$ cat src/pcg_pkg.sv
package pcg_pkg;
	localparam logic [7:0] ADDR_CLEAR_ZERO = 8'h2D;
	localparam logic [7:0] ADDR_CLEAR_ONE = 8'h2F;
	localparam logic [7:0] ADDR_MAP_HIGH = 8'h30;
	localparam logic [7:0] ADDR_MAP_LOW = 8'h34;
	localparam logic [7:0] ADDR_LPC = 8'h07;
	localparam int MAP_BITS = 64;
	localparam logic [63:0] MAP_RESET = 64'h0000_0000_0000_0000;
	localparam logic [63:0] MAP_VALID = 64'h0000_FFFF_0003_FFFA;
	localparam logic [7:0] LPC_RESET = 8'h00;
	localparam logic [7:0] LPC_WMASK = 8'hE0;
	localparam int CLR_ALL_BIT = 6;
	localparam int FWK_BIT = 5;
	localparam logic [1:0] MODE_RUN = 2'h0;
	localparam logic [1:0] MODE_DOZE = 2'h1;
	localparam logic [1:0] MODE_WAIT = 2'h2;
	localparam logic [1:0] MODE_STOP = 2'h3;
endpackage : pcg_pkg

$ cat src/pcg_wake_if.sv
`timescale 1ns/1ps
interface pcg_wake_if;
	logic stopped;
	logic fast_wakeup;
	logic limp_mode;
	logic loop_lock_status;
	logic wake_request;
	logic clocks_on;
	modport ctrl(output stopped, output fast_wakeup, output limp_mode,
		output loop_lock_status, output wake_request, input clocks_on);
	modport seq(input stopped, input fast_wakeup, input limp_mode,
		input loop_lock_status, input wake_request, output clocks_on);
endinterface : pcg_wake_if
$ cat src/pcg_top.sv
// The register offsets and the address-and-strobe port are this design's own decisions.
`timescale 1ns/1ps
module pcg_top (
	input wire logic clock,
	input wire logic resetn,
	input wire logic [7:0] address,
	input wire logic [31:0] write_data,
	input wire logic write_strobe,
	input wire logic read_strobe,
	output logic [31:0] read_data,
	input wire logic stop_request,
	input wire logic wake_request,
	input wire logic limp_mode,
	input wire logic loop_lock_status,
	output logic [63:0] module_clock_enable,
	output logic crossbar_clock_enable,
	output logic system_control_module_clock_enable,
	output logic [1:0] low_power_mode_select,
	output logic stopped,
	output logic system_clocks_on
);
	typedef struct packed {
		logic [63:0] map;
		logic [7:0] lpc;
		logic stopped;
		logic [1:0] stop_mode;
		logic [31:0] rdata;
	} pcg_state_type;
	pcg_state_type r;
	pcg_state_type next_r;
	pcg_wake_if wif();
	logic clr_hit;
	logic [5:0] clear_bit_index;
	logic clear_all_select;

	assign clr_hit = write_strobe && (address == pcg_pkg::ADDR_CLEAR_ZERO
		|| address == pcg_pkg::ADDR_CLEAR_ONE);
	assign clear_bit_index = write_data[5:0];
	assign clear_all_select = write_data[pcg_pkg::CLR_ALL_BIT];

	always_comb begin
		next_r = r;
		next_r.rdata = 32'h0000_0000;
		if (write_strobe && address == pcg_pkg::ADDR_MAP_HIGH) begin
			next_r.map[63:32] = write_data;
		end
		if (write_strobe && address == pcg_pkg::ADDR_MAP_LOW) begin
			next_r.map[31:0] = write_data;
		end
		if (clr_hit) begin
			// Bit 7 is ignored; 64..127 and 192..255 both clear all
			if (clear_all_select) begin
				next_r.map = pcg_pkg::MAP_RESET;
			end else begin
				next_r.map[clear_bit_index] = 1'b0;
			end
		end
		next_r.map = next_r.map & pcg_pkg::MAP_VALID;
		if (write_strobe && address == pcg_pkg::ADDR_LPC) begin
			next_r.lpc = write_data[7:0] & pcg_pkg::LPC_WMASK;
		end
		// Mode is latched at stop, so later writes miss this stop
		if (stop_request && !r.stopped) begin
			next_r.stopped = r.lpc[7:6] != pcg_pkg::MODE_RUN;
			next_r.stop_mode = r.lpc[7:6];
		end else if (wake_request) begin
			next_r.stopped = 1'b0;
		end
		if (read_strobe) begin
			unique case (address)
				pcg_pkg::ADDR_MAP_HIGH: next_r.rdata = r.map[63:32];
				pcg_pkg::ADDR_MAP_LOW: next_r.rdata = r.map[31:0];
				pcg_pkg::ADDR_LPC: next_r.rdata = {24'h00_0000, r.lpc};
				default: next_r.rdata = 32'h0000_0000;
			endcase
		end
	end

	always_ff @(posedge clock or negedge resetn) begin
		if (!resetn) begin
			r <= '{map: pcg_pkg::MAP_RESET, lpc: pcg_pkg::LPC_RESET,
				stopped: 1'b0, stop_mode: pcg_pkg::MODE_RUN,
				rdata: 32'h0000_0000};
		end else begin
			r <= next_r;
		end
	end

	assign wif.stopped = r.stopped && r.stop_mode == pcg_pkg::MODE_STOP;
	assign wif.fast_wakeup = r.lpc[pcg_pkg::FWK_BIT];
	assign wif.limp_mode = limp_mode;
	assign wif.loop_lock_status = loop_lock_status;
	assign wif.wake_request = wake_request;

	pcg_wake u_wake (
		.clock(clock),
		.resetn(resetn),
		.w(wif.seq)
	);

	assign read_data = r.rdata;
	assign module_clock_enable = ~r.map;
	assign crossbar_clock_enable = 1'b1;
	assign system_control_module_clock_enable = 1'b1;
	assign low_power_mode_select = r.lpc[7:6];
	assign stopped = r.stopped;
	assign system_clocks_on = wif.clocks_on;

	property p_clear_one;
		@(posedge clock) disable iff (!resetn)
		(clr_hit && !clear_all_select) |=> !r.map[$past(clear_bit_index)];
	endproperty
	a_clear_one: assert property (p_clear_one)
		else $error("indexed clear missed");
	property p_clear_all;
		@(posedge clock) disable iff (!resetn)
		(clr_hit && clear_all_select) |=> r.map == 64'h0000_0000_0000_0000;
	endproperty
	a_clear_all: assert property (p_clear_all)
		else $error("global clear missed");
	property p_keep_others;
		@(posedge clock) disable iff (!resetn)
		(clr_hit && !clear_all_select && !read_strobe) |=>
			(r.map | (64'h1 << $past(clear_bit_index)))
			== ($past(r.map) | (64'h1 << $past(clear_bit_index)));
	endproperty
	a_keep_others: assert property (p_keep_others)
		else $error("indexed clear touched other bits");
	property p_read_zero;
		@(posedge clock) disable iff (!resetn)
		(read_strobe && (address == pcg_pkg::ADDR_CLEAR_ZERO
			|| address == pcg_pkg::ADDR_CLEAR_ONE)) |=> read_data == 32'h0;
	endproperty
	a_read_zero: assert property (p_read_zero)
		else $error("clear port read not zero");
	property p_gate;
		@(posedge clock) disable iff (!resetn)
		module_clock_enable == ~r.map;
	endproperty
	a_gate: assert property (p_gate)
		else $error("gate mismatch");
	property p_fixed;
		@(posedge clock) disable iff (!resetn)
		crossbar_clock_enable && system_control_module_clock_enable;
	endproperty
	a_fixed: assert property (p_fixed)
		else $error("core clocks gated");
	property p_direct;
		@(posedge clock) disable iff (!resetn)
		(write_strobe && address == pcg_pkg::ADDR_MAP_LOW) |=>
			r.map[31:0] == ($past(write_data) & 32'h0003_FFFA);
	endproperty
	a_direct: assert property (p_direct)
		else $error("direct map write lost");
	property p_reserved;
		@(posedge clock) disable iff (!resetn)
		(r.map & ~pcg_pkg::MAP_VALID) == 64'h0;
	endproperty
	a_reserved: assert property (p_reserved)
		else $error("reserved map bit set");
	property p_mode;
		@(posedge clock) disable iff (!resetn)
		(stop_request && !r.stopped) |=> r.stop_mode == $past(r.lpc[7:6]);
	endproperty
	a_mode: assert property (p_mode)
		else $error("stop mode not latched");

	// Enables follow the stored map through both halves and both ports
	property p_gate_low;
		@(posedge clock) disable iff (!resetn)
		(write_strobe && address == pcg_pkg::ADDR_MAP_LOW) |=>
			module_clock_enable[31:0]
			== ~($past(write_data) & 32'h0003_FFFA);
	endproperty
	a_gate_low: assert property (p_gate_low)
		else $error("low enables do not follow the write");
	property p_gate_high;
		@(posedge clock) disable iff (!resetn)
		(write_strobe && address == pcg_pkg::ADDR_MAP_HIGH) |=>
			module_clock_enable[63:32]
			== ~($past(write_data) & 32'h0000_FFFF);
	endproperty
	a_gate_high: assert property (p_gate_high)
		else $error("high enables do not follow the write");
	property p_enable_reserved;
		@(posedge clock) disable iff (!resetn)
		&(module_clock_enable | pcg_pkg::MAP_VALID);
	endproperty
	a_enable_reserved: assert property (p_enable_reserved)
		else $error("reserved slot gated");
	property p_clear_enable;
		@(posedge clock) disable iff (!resetn)
		(clr_hit && !clear_all_select) |=>
			module_clock_enable[$past(clear_bit_index)];
	endproperty
	a_clear_enable: assert property (p_clear_enable)
		else $error("cleared slot still gated");
	property p_all_enable;
		@(posedge clock) disable iff (!resetn)
		(clr_hit && clear_all_select) |=> &module_clock_enable;
	endproperty
	a_all_enable: assert property (p_all_enable)
		else $error("global clear left a slot gated");
	// An indexed clear never reaches the other half of the map
	property p_clear_keep_low;
		@(posedge clock) disable iff (!resetn)
		(clr_hit && !clear_all_select && clear_bit_index[5]) |=>
			r.map[31:0] == $past(r.map[31:0]);
	endproperty
	a_clear_keep_low: assert property (p_clear_keep_low)
		else $error("high index clear touched low half");
	property p_clear_keep_high;
		@(posedge clock) disable iff (!resetn)
		(clr_hit && !clear_all_select && !clear_bit_index[5]) |=>
			r.map[63:32] == $past(r.map[63:32]);
	endproperty
	a_clear_keep_high: assert property (p_clear_keep_high)
		else $error("low index clear touched high half");
	// Reads return the state held at the strobe, one cycle on
	property p_read_low;
		@(posedge clock) disable iff (!resetn)
		(read_strobe && address == pcg_pkg::ADDR_MAP_LOW) |=>
			read_data == $past(r.map[31:0]);
	endproperty
	a_read_low: assert property (p_read_low)
		else $error("low map read wrong");
	property p_read_high;
		@(posedge clock) disable iff (!resetn)
		(read_strobe && address == pcg_pkg::ADDR_MAP_HIGH) |=>
			read_data == $past(r.map[63:32]);
	endproperty
	a_read_high: assert property (p_read_high)
		else $error("high map read wrong");
	property p_read_idle;
		@(posedge clock) disable iff (!resetn)
		!read_strobe |=> read_data == 32'h0000_0000;
	endproperty
	a_read_idle: assert property (p_read_idle)
		else $error("read data without a read");
	property p_lpc_read;
		@(posedge clock) disable iff (!resetn)
		(read_strobe && address == pcg_pkg::ADDR_LPC) |=>
			read_data == {24'h00_0000, $past(r.lpc)};
	endproperty
	a_lpc_read: assert property (p_lpc_read)
		else $error("control read wrong");
	// Mode field, stop entry and wake exit
	property p_lpc_write;
		@(posedge clock) disable iff (!resetn)
		(write_strobe && address == pcg_pkg::ADDR_LPC) |=>
			low_power_mode_select == $past(write_data[7:6]);
	endproperty
	a_lpc_write: assert property (p_lpc_write)
		else $error("mode field not written");
	property p_run_stays;
		@(posedge clock) disable iff (!resetn)
		(stop_request && !r.stopped
			&& r.lpc[7:6] == pcg_pkg::MODE_RUN) |=> !stopped;
	endproperty
	a_run_stays: assert property (p_run_stays)
		else $error("run mode stop entered low power");
	property p_enter;
		@(posedge clock) disable iff (!resetn)
		(stop_request && !r.stopped
			&& r.lpc[7:6] != pcg_pkg::MODE_RUN) |=> stopped;
	endproperty
	a_enter: assert property (p_enter)
		else $error("low-power mode not entered");
	property p_held_mode;
		@(posedge clock) disable iff (!resetn)
		r.stopped |=> r.stop_mode == $past(r.stop_mode);
	endproperty
	a_held_mode: assert property (p_held_mode)
		else $error("latched mode changed during stop");
	property p_stop_off;
		@(posedge clock) disable iff (!resetn)
		(r.stopped && r.stop_mode == pcg_pkg::MODE_STOP) |=>
			!system_clocks_on;
	endproperty
	a_stop_off: assert property (p_stop_off)
		else $error("system clocks kept in stop");
	property p_doze_on;
		@(posedge clock) disable iff (!resetn)
		(r.stopped && r.stop_mode != pcg_pkg::MODE_STOP
			&& system_clocks_on) |=> system_clocks_on;
	endproperty
	a_doze_on: assert property (p_doze_on)
		else $error("system clocks lost outside stop");
	property p_wake_exit;
		@(posedge clock) disable iff (!resetn)
		(r.stopped && wake_request) |=> !stopped;
	endproperty
	a_wake_exit: assert property (p_wake_exit)
		else $error("wake request ignored");

	// Each map bit moves only on a direct write to its own half or on a
	// clear port write
	for (genvar i = 0; i < pcg_pkg::MAP_BITS; i++) begin : g_bit
		localparam logic [7:0] HALF = (i < 32) ? pcg_pkg::ADDR_MAP_LOW
			: pcg_pkg::ADDR_MAP_HIGH;
		logic direct_hit;
		assign direct_hit = write_strobe && address == HALF;
		property p_bit_rise;
			@(posedge clock) disable iff (!resetn)
			(!r.map[i] && !direct_hit) |=> !r.map[i];
		endproperty
		a_bit_rise: assert property (p_bit_rise)
			else $error("map bit set without a direct write");
		property p_bit_hold;
			@(posedge clock) disable iff (!resetn)
			(r.map[i] && !direct_hit && !clr_hit) |=> r.map[i];
		endproperty
		a_bit_hold: assert property (p_bit_hold)
			else $error("map bit lost without a write");
	end
endmodule : pcg_top

$ cat src/pcg_wake.sv
`timescale 1ns/1ps
module pcg_wake (
	input wire logic clock,
	input wire logic resetn,
	pcg_wake_if.seq w
);
	typedef struct packed {
		logic on;
	} pcg_wake_state_type;
	pcg_wake_state_type r;
	pcg_wake_state_type next_r;

	always_comb begin
		next_r = r;
		if (w.stopped) begin
			next_r.on = 1'b0;
		end else if (!r.on) begin
			// Limp mode masks fast wake-up; the loop never locks there
			if (w.fast_wakeup && !w.limp_mode) begin
				next_r.on = 1'b1;
			end else if (w.loop_lock_status || w.limp_mode) begin
				next_r.on = 1'b1;
			end
		end
	end

	always_ff @(posedge clock or negedge resetn) begin
		if (!resetn) begin
			r <= '{on: 1'b1};
		end else begin
			r <= next_r;
		end
	end
	assign w.clocks_on = r.on;

	property p_lock_wake;
		@(posedge clock) disable iff (!resetn)
		(!r.on && !w.stopped && !w.fast_wakeup && !w.limp_mode
			&& !w.loop_lock_status) |=> !r.on;
	endproperty
	a_lock_wake: assert property (p_lock_wake)
		else $error("clocks returned before lock");
	property p_fast_wake;
		@(posedge clock) disable iff (!resetn)
		(!r.on && !w.stopped && w.fast_wakeup && !w.limp_mode) |=> r.on;
	endproperty
	a_fast_wake: assert property (p_fast_wake)
		else $error("fast wake did not restore clocks");
	property p_limp;
		@(posedge clock) disable iff (!resetn)
		(!r.on && !w.stopped && w.limp_mode) |=> r.on;
	endproperty
	a_limp: assert property (p_limp)
		else $error("limp wake not independent of fast bit");
endmodule : pcg_wake

$ cat config.mk
export PLATFORM = sky130hd
export DESIGN_NAME = pcg_top
export DESIGN_NICKNAME = d
export VERILOG_FILES = /design/src/pcg_pkg.sv /design/src/pcg_wake_if.sv /design/src/pcg_top.sv /design/src/pcg_wake.sv
export SDC_FILE = /design/constraint.sdc
export NUM_CORES = 1
export LEC_CHECK = 0
export BUFFER_PORTS_ARGS = -buffer_cell sky130_fd_sc_hd__buf_2
export CORE_AREA = 5 5 114 116
export DETAILED_ROUTE_END_ITERATION = 6
export DIE_AREA = 0 0 119 121
export PLACE_DENSITY = 0.52
export SYNTH_ARGS = -nofsm -noshare
export SYNTH_HDL_FRONTEND = slang
export SYNTH_SLANG_ARGS = --single-unit
export TNS_END_PERCENT = 30
$ cat constraint.sdc
create_clock -name clock -period 1.5 [get_ports clock]
set_clock_uncertainty 0.05 [all_clocks]
set_input_delay 0.375 -clock clock [delete_from_list [all_inputs] [get_ports clock]]
set_output_delay 0.375 -clock clock [all_outputs]
set_load 0.01 [all_outputs]
==> results.cfg, run 1 <==
[floorplanning]
die_h_um = 121
die_w_um = 119
core_mm2 = 0.0118
rows = 40
io_pins = 150
die-area_mm2 = 0.0144
initial_core_util_pct = 29.1

[timing]
rsz0062_at_grt = false
slew_viol_final = 0
finalHoldViolCount = 0
tightestPinTransition_ns = 0.534
period_needed_ns = 1.40
final.setup.tns_ns = 0
setup_viol = 0
relSlewSlack_pct = 64.3
fmax_ghz = 0.715
min_period_over_period_pct = 93.2
whs_ns = 0.00856

[cts]
post_cts_buffers = 0
cts_tree = yes
ctsRootBufferMaster = clkbuf_16
cts_htree_levels = 3
clock_latency_ns = 0.33
cts_hold_buf = 0
cts_inserted_buffers = 9
clkSlewWorstSetupHoldPaths_ns = 0.05
cts_num_sinks = 57
clock_path_buffers = 2
cts_resized = 0

[final_layout]
fin_nets = 523
num_antenna_cells = 0
instances_no_fill = 627
layout_commonest_cell = buf_2
final_cell_mix = buf_2, nor2_1, dfrtp_1, conb_1, inv_1
area_growth_pct = 23.4
drive_gt1_share_pct = 34.8

[place]
placedCellCount = 611
place.gp.congestion = 0.829
io_buffers = 87
hpwl_um = 7160

[detailed_routing]
wirelength_um = 9580
drc = 0
vias = 2827
via_per_inst = 4.51
drt_iter0_markers = 175
dr.pass1.iters = 4
wire_per_inst_um = 15.3
ant_nets = 0

[setup_path]
crit_family = flip-flops
slowest_delay_ns = 0.52
cp-end-kind = output pin
critPathRequiredTime_ns = 1.07
critPathBufInv = 1
critPathKind = flop to output pin
critPathArrivalTime_ns = 0.97
worstPathCellList = buf_2
slowest_stage = dfstp_2
cp_max_fo = 2
critPathLaunchType = flop

[synth]
synthDistinctLibCells = 40
ys_async_sr_fraction_pct = 100
syn_inst = 387
synth_top_family_by_area = buffers and inverters
synth_edf_count = 0
ys_seq_area_share_pct = 41.5
synth_area_leader_cell = dfrtp_1
synth_xor_area_share_pct = 0
synth.top_cell.area_share_pct = 40.7
ys_seq_elements = 57
synth_warnings = 0
syn_area_mm2 = 0.00344
ys_top_cells_by_area = dfrtp_1, buf_4, nor2_1
synth.avg_cell_area_um2 = 8.89
ys.flop_type = dfrtp_1
synthSimpleGateAreaFrac_pct = 16.4
synth_compound_area_share_pct = 17.7
synthAdderAreaFrac_pct = 0
muxShareOfSynthArea_pct = 1.93

[min_path]
hold_class = input port to async pin

[global_routing]
grt_use_total_pct = 13.0
grt_max_degree = 58
grt_pass1_vias = 2860
antenna_found_initial = 0
met3_usage_pct = 3.59
grt_overflow_total = 0
grtUsageMet2_pct = 22.6
met1_usage_pct = 15.5
busiest_layer = met2
grt_pass1_wl_um = 14900

[run]
maxCapViolCount = 0

[pwr]
ir_drop_v = 0.000465
powerDensity_mw_per_mm2 = 981
p_leak_nw = 2.08

[status]
status = finished, final reports clean
-- cell type report --
type,count,area (um2)
Fill cell,1244,7560
Sequential cell,57,1430
Multi-Input combinational cell,253,1450
Tap cell,147,184
Inverter,32,120
Clock inverter,3,17.5
Timing Repair Buffer,122,786
Clock buffer,13,260
-- layer usage --
metal / up-vias / wire (um) / part of all wire [%]
met5: - / 0 / 0
met4: 0 / 133 / 1.4
met3: 13 / 691 / 7.2
met2: 107 / 4760 / 50
met1: 1344 / 3990 / 42
li1: 1363 / - / -
-- cell families (layout without fill, tap and decap cells) --
kind of cell,count (synthesis),count (layout)
buf+inv,123,170
simple gates,113,113
compound gates,86,86
flops,57,57
mux,6,6
other cells,2,48
-- worst register-to-register path, stage by stage, from the launching register on --
cell and delay (ns):
dfrtp_1 0.40, nand2b_1 0.16, mux2_2 0.34
-- final timing paths --
| kind | from | to | slack (ns) | depth (start not counted) |
|---|---|---|---|---|
| hold reg to reg | r[32] | u_wake.w.clocks_on | 0.38 | 1 |
| hold / removal | resetn | read_data[3] | 0.009 | 2 |
| setup / recovery | u_wake.w.clocks_on | system_clocks_on | 0.10 | 1 |
| min in group clock | wake_request | stopped | 0.19 | 2 |
| max in group asynchronous | resetn | u_wake.w.clocks_on | 1.10 | 2 |
| setup reg to reg | stopped | r[33] | 0.44 | 2 |
-- cell usage after synthesis, types with 5 or more instances --
cell type,number
nand2_1,5
buf_6,5
and3_1,7
nor2_1,74
o22ai_1,14
buf_4,68
clkbuf_1,10
a22oi_1,12
buf_2,8
a21oi_1,31
dfrtp_1,56
inv_1,32
mux2_2,5
o22ai_2,14
-- sequential cells by signal (all words and copies together), names as in the netlist --
register,cells
r,35
read_data,18
u_wake.w.clocks_on,1
low_power_mode_select,2
stopped,1
-- power by group --
group / internal [mW] / switching, mW / total (mW)
clock network: 1.20 / 0.688 / 1.89
registers: 1.62 / 0.0769 / 1.70
logic: 0.242 / 0.337 / 0.580
-- metrics by stage --
stage | setup slack, ns | instance area [um2] | power [mW] | utilization, %
floorplan | -0.0471 | 3650 | 2.12 | -
global placement | -0.240 | 3970 | 2.29 | 33.6
detailed placement | -0.270 | 3970 | 2.30 | 33.6
CTS | 0.0703 | 4250 | 4.22 | 36.0
global route | 0.0259 | 4250 | 4.34 | 36.0
finish | 0.101 | 4250 | 4.17 | 36.0
Note: power is estimated with default switching activity, not from simulation.
==> inputs of run 2 (changes only) <==
Settings changed: CORE_AREA 5 5 114 116 to 5 5 88 152, DIE_AREA 0 0 119 121 to 0 0 93 157, SYNTH_HIERARCHICAL set to 1.
==> run 2 against run 1 <==
Net effect:
- the flow now finishes with violations (hold timing)
- largest power group unchanged
- worst hold slack got worse by 0.017 ns
- cell count shrank 1.6%
- setup slack got worse by 0.055 ns
- combinational power is 2% higher
- non-clock buffer count did not move
- highest routed layer unchanged
- sequential share of layout area fell by 1.0 points
==> results.cfg, run 2 <==
[status]
status = finished with violations
violations = hold timing

[detailed_routing]
vias = 2855
via_per_inst = 4.63
drt_iter0_markers = 125
wirelength_um = 9860
ant_nets = 0
dr.pass1.iters = 4
drc = 0
wire_per_inst_um = 16.0

[pwr]
powerDensity_mw_per_mm2 = 1060
ir_drop_v = 0.000569
p_leak_nw = 2.12

[global_routing]
grt_overflow_total = 0
grt_use_total_pct = 13.5
antenna_found_initial = 0
grt_max_degree = 58
grt_pass1_wl_um = 15100
grt_pass1_vias = 2874

[synth]
ys_top_cells_by_area = dfrtp_1, buf_4, o22ai_2
ys_seq_area_share_pct = 40.5
ys.flop_type = dfrtp_1
synthTopCellsByCount = nor2_1, buf_4, dfrtp_1
synth_most_common_cell = nor2_1
synth.top_cell.area_share_pct = 39.7
ys_seq_elements = 57
synth_warnings = 6
synth.avg_cell_area_um2 = 9.11
synth_edf_count = 0
syn_area_mm2 = 0.00353
syn_inst = 387
synth_area_leader_cell = dfrtp_1
ys_async_sr_fraction_pct = 100
synthDistinctLibCells = 40

[timing]
setup_viol = 0
tightestPinTransition_ns = 0.582
whs_ns = -0.00827
period_needed_ns = 1.45
min_period_over_period_pct = 96.9
rsz0062_at_grt = false
finalHoldViolCount = 10
slew_viol_final = 0
fin_ws_ns = 0.0461
final.setup.tns_ns = 0
fmax_ghz = 0.688
relSlewSlack_pct = 61.2

[final_layout]
fillers = 1251
largest_reg_flops = 35
drive_gt1_share_pct = 36.5
fin_nets = 523
regMostFlops = r
final_cell_mix = buf_2, nor2_1, dfrtp_1, conb_1, inv_1
area_growth_pct = 24.1
num_antenna_cells = 0
layout_commonest_cell = buf_2
final_area_mm2 = 0.00438

[setup_path]
critPathKind = input port to flop
cp_max_fo = 17
cp-end-kind = flop
critPathArrivalTime_ns = 1.62
critPathRequiredTime_ns = 1.66
critPathLaunchType = input port

[floorplanning]
rows = 53
core_mm2 = 0.0119
die-area_mm2 = 0.0146
io_pins = 150
initial_core_util_pct = 29.5
die_w_um = 93
die_h_um = 157

[cts]
clkSlewWorstSetupHoldPaths_ns = 0.05
clock_path_buffers = 2
cts_inserted_buffers = 9
cts_tree = yes
clock_latency_ns = 0.33
cts_num_sinks = 57
ctsRootBufferMaster = clkbuf_16
cts_htree_levels = 3

[place]
preCtsSetupSlack_ns = -0.395
io_buffers = 87
place.gp.congestion = 0.808
placedInstanceArea_mm2 = 0.00401
hpwl_um = 7430

[run]
maxCapViolCount = 0

[min_path]
hold_class = input port to async pin
==> run 2: critical path, stage by stage <==
cell,delay (ns)
buf_2,0.11
nand3b_1,0.17
or4_4,0.45
buf_12,0.17
buf_12,0.16
o22ai_2,0.10
nor2_1,0.07
==> run 2: cell families (layout without fill, tap and decap cells) <==
logic type / after synthesis / in the layout / share of synthesized area, %
other: 2 / 48 / 0.213
buffers and inverters: 123 / 170 / 21.8
and+or+nand+nor: 114 / 114 / 16.1
AOI/OAI and AO/OA: 85 / 85 / 19.5
DFF: 57 / 57 / 40.5
muxes: 6 / 6 / 1.88
==> run 2: where the power goes <==
part	switching (mW)	internal, mW
logic	0.337	0.252
clock network	0.689	1.66
registers	0.0841	1.62
total	1.11	3.53
==> run 2: timing repair <==
action                     4_1_cts  5_1_grt
pin swaps                        0        1
gates resized for setup          2        3
hold buffers                     0        0
setup endpoints to repair       24       20
setup buffers                    0        0
==> run 2: final cells by class <==
class	instances	area, um2	share of cell area [%]
multi-input combinational	253	1520	34.6
sequential	57	1430	32.6
timing repair buffer	122	798	18.2
clock buffer	10	239	5.46
tap	137	171	3.92
inverter	32	120	2.74
clock inverter	6	105	2.40
==> run 2: stage by stage <==
step / util (%) / total power [mW] / cells
after global placement: 33.6 / 2.31 / 601
after floorplan: - / 2.14 / 433
after global routing: 36.7 / 4.82 / 617
after CTS: 36.6 / 4.69 / 617
final: 36.7 / 4.64 / 617
after detailed placement: 33.6 / 2.32 / 601
==> run 2: layer usage <==
layer | track usage [%] | share of wire, % | vias up
li1 | - | - | 1360
met1 | 14.3 | 36 | 1359
met2 | 25.0 | 55 | 121
met3 | 3.44 | 6.9 | 15
met4 | 5.66 | 1.9 | 0
met5 | 0 | 0 | -
==> run 2: worst paths after layout <==
kind | cells after the start | slack (ns) | endpoint | from
max | 7 | 0.05 | r[85] | address[4]
min | 2 | -0.008 | low_power_mode_select[1] | resetn
max reg2reg | 2 | 0.46 | r[33] | stopped
min reg2reg | 1 | 0.45 | r[32] | r[32]
max in group asynchronous | 2 | 1.11 | u_wake/w.clocks_on | resetn
min in group clock | 2 | 0.18 | stopped | wake_request
==> inputs of run 3 (changes only) <==
Settings changed: CORE_AREA 5 5 88 152 to 5 5 115 117, DIE_AREA 0 0 93 157 to 0 0 120 122.
==> run 3 against run 2 <==
Net effect:
- the flow now finishes without violations
- setup slack got worse by 0.012 ns
- core utilization decreased by 1.7 points
- die area increased by 0.27%
- cell count is 2.1% higher
- cell area shrank 2.1%
- critical path type unchanged
- critical endpoint is now r[82]
- largest cell class unchanged
==> results.cfg, run 3 (synthesis results as in run 2) <==
[floorplanning]
io_pins = 150
rows = 41
die_w_um = 120
die-area_mm2 = 0.0146
initial_core_util_pct = 28.8
core_mm2 = 0.0123
die_h_um = 122

[final_layout]
seqCellArea_mm2 = 0.00143
fin_nets = 522
multi_input_area_mm2 = 0.00151
largest_reg_flops = 35
drive_gt1_share_pct = 35.1
final_cell_mix = buf_2, nor2_1, dfrtp_1, conb_1, inv_1
layout_commonest_cell = buf_2
fillers = 1265
regMostFlops = r
finalCoreUtilization_pct = 35.0
area_growth_pct = 21.5

[detailed_routing]
ant_nets = 0
wirelength_um = 9520
vias = 2822
drt_iter0_markers = 221
drc = 0
wire_per_inst_um = 15.1
routed.top_layer = met5
wl_met3_um = 742
dr.pass1.iters = 5
via_per_inst = 4.48
route.met2.wl_um = 4790
drt-met1-wl_um = 3870

[status]
status = finished, final reports clean

[setup_path]
cp_max_fo = 15
critPathLaunch = address[4]
cp-endpoint = r[82]
regToRegEndpoint = read_data[6]
r2r-start = low_power_mode_select[0]
critPathKind = input port to flop
critPathArrivalTime_ns = 1.63
critPathRequiredTime_ns = 1.66
ff2ff_path_depth = 3
critPathLaunchType = input port
cp-end-kind = flop
reg2reg_slack_ns = 0.46

[cts]
cts_tree = yes
cts_num_sinks = 57
ctsRootBufferMaster = clkbuf_16
cts_hold_buf = 0
clkSlewWorstSetupHoldPaths_ns = 0.05
clock_path_buffers = 2
cts_htree_levels = 3
cts_inserted_buffers = 9
post_cts_buffers = 0
clock_latency_ns = 0.33

[pwr]
power.internal_mw = 2.99
p_comb_share_pct = 14.4
p_clk_share_pct = 43.5
power_switching_mw = 1.06
swShare_pct = 26.2
ir_drop_v = 0.000532
p_leak_nw = 2.07
powerDensity_mw_per_mm2 = 944
seq_power_share_pct = 42.1
total_power_mw = 4.05

[place]
hpwl_um = 7040
io_buffers = 87
place.gp.congestion = 0.798
preCtsSetupSlack_ns = -0.339

[global_routing]
grt_pass1_wl_um = 15000
grt_overflow_total = 0
grt_max_degree = 58
grt_use_total_pct = 13.3
grt_pass1_vias = 2814
antenna_found_initial = 2

[timing]
slew_viol_final = 0
whs_ns = 0.00896
setup_viol = 0
min_period_over_period_pct = 97.7
relSlewSlack_pct = 59.8
fmax_ghz = 0.682
finalHoldViolCount = 0
period_needed_ns = 1.47
rsz0062_at_grt = false
tightestPinTransition_ns = 0.603
fin_ws_ns = 0.0343

[run]
maxCapViolCount = 0

[min_path]
hold_class = input port to async pin
[run 3: metrics by stage]
| stage | TNS [ns] | cells | area, um2 |
|---|---|---|---|
| 6_report | 0 | 630 | 4290 |
| 2_1_floorplan | -2.47 | 433 | 3700 |
| 4_1_cts | 0 | 629 | 4280 |
| 3_3_place_gp | -13.97 | 613 | 4020 |
| 5_1_grt | 0 | 629 | 4280 |
| 3_5_place_dp | -14.87 | 613 | 4020 |
[run 3: area by class of cell]
class | instances | area share (%)
Antenna cell | 1 | 0.0584
Clock buffer | 15 | 5.78
Clock inverter | 1 | 0.117
Inverter | 32 | 2.80
Multi-Input combinational cell | 253 | 35.3
Sequential cell | 57 | 33.3
Tap cell | 150 | 4.38
Timing Repair Buffer | 121 | 18.2
[run 3: worst min path at each step]
stage	end	slack, ns	cells after the start
2_1_floorplan	low_power_mode_select[0]	0.03	0
3_3_place_gp	read_data[6]	0.36	2
3_5_place_dp	read_data[6]	0.36	2
4_1_cts	read_data[5]	0.02	2
5_1_grt	read_data[17]	0.02	2
6_report	read_data[17]	0.009	2
[run 3: routing by layer]
metal / track usage [%] / vias to the layer above
met5: 0 / -
met4: 4.51 / 4
met3: 4.55 / 11
met2: 22.5 / 95
met1: 15.9 / 1354
li1: - / 1358
[run 3: worst max-delay path, cell delays in order]
cell,delay [ns]
buf_2,0.11
nand3b_1,0.17
or4_4,0.50
buf_6,0.16
buf_12,0.16
o22ai_2,0.09
nor2_1,0.06
[run 3: what timing repair did]
action                                  CTS  global route
gates cloned                              0             0
endpoints found under the setup margin    1            21
gates resized for setup                   1             3
[run 3: power by group through the flow]
stage,registers [mW],logic [mW],clock network (mW)
4_1_cts,1.70,0.588,1.82
3_3_place_gp,1.72,0.578,0
5_1_grt,1.71,0.651,1.90
2_1_floorplan,1.70,0.433,0
3_5_place_dp,1.73,0.586,0
6_report,1.70,0.583,1.76
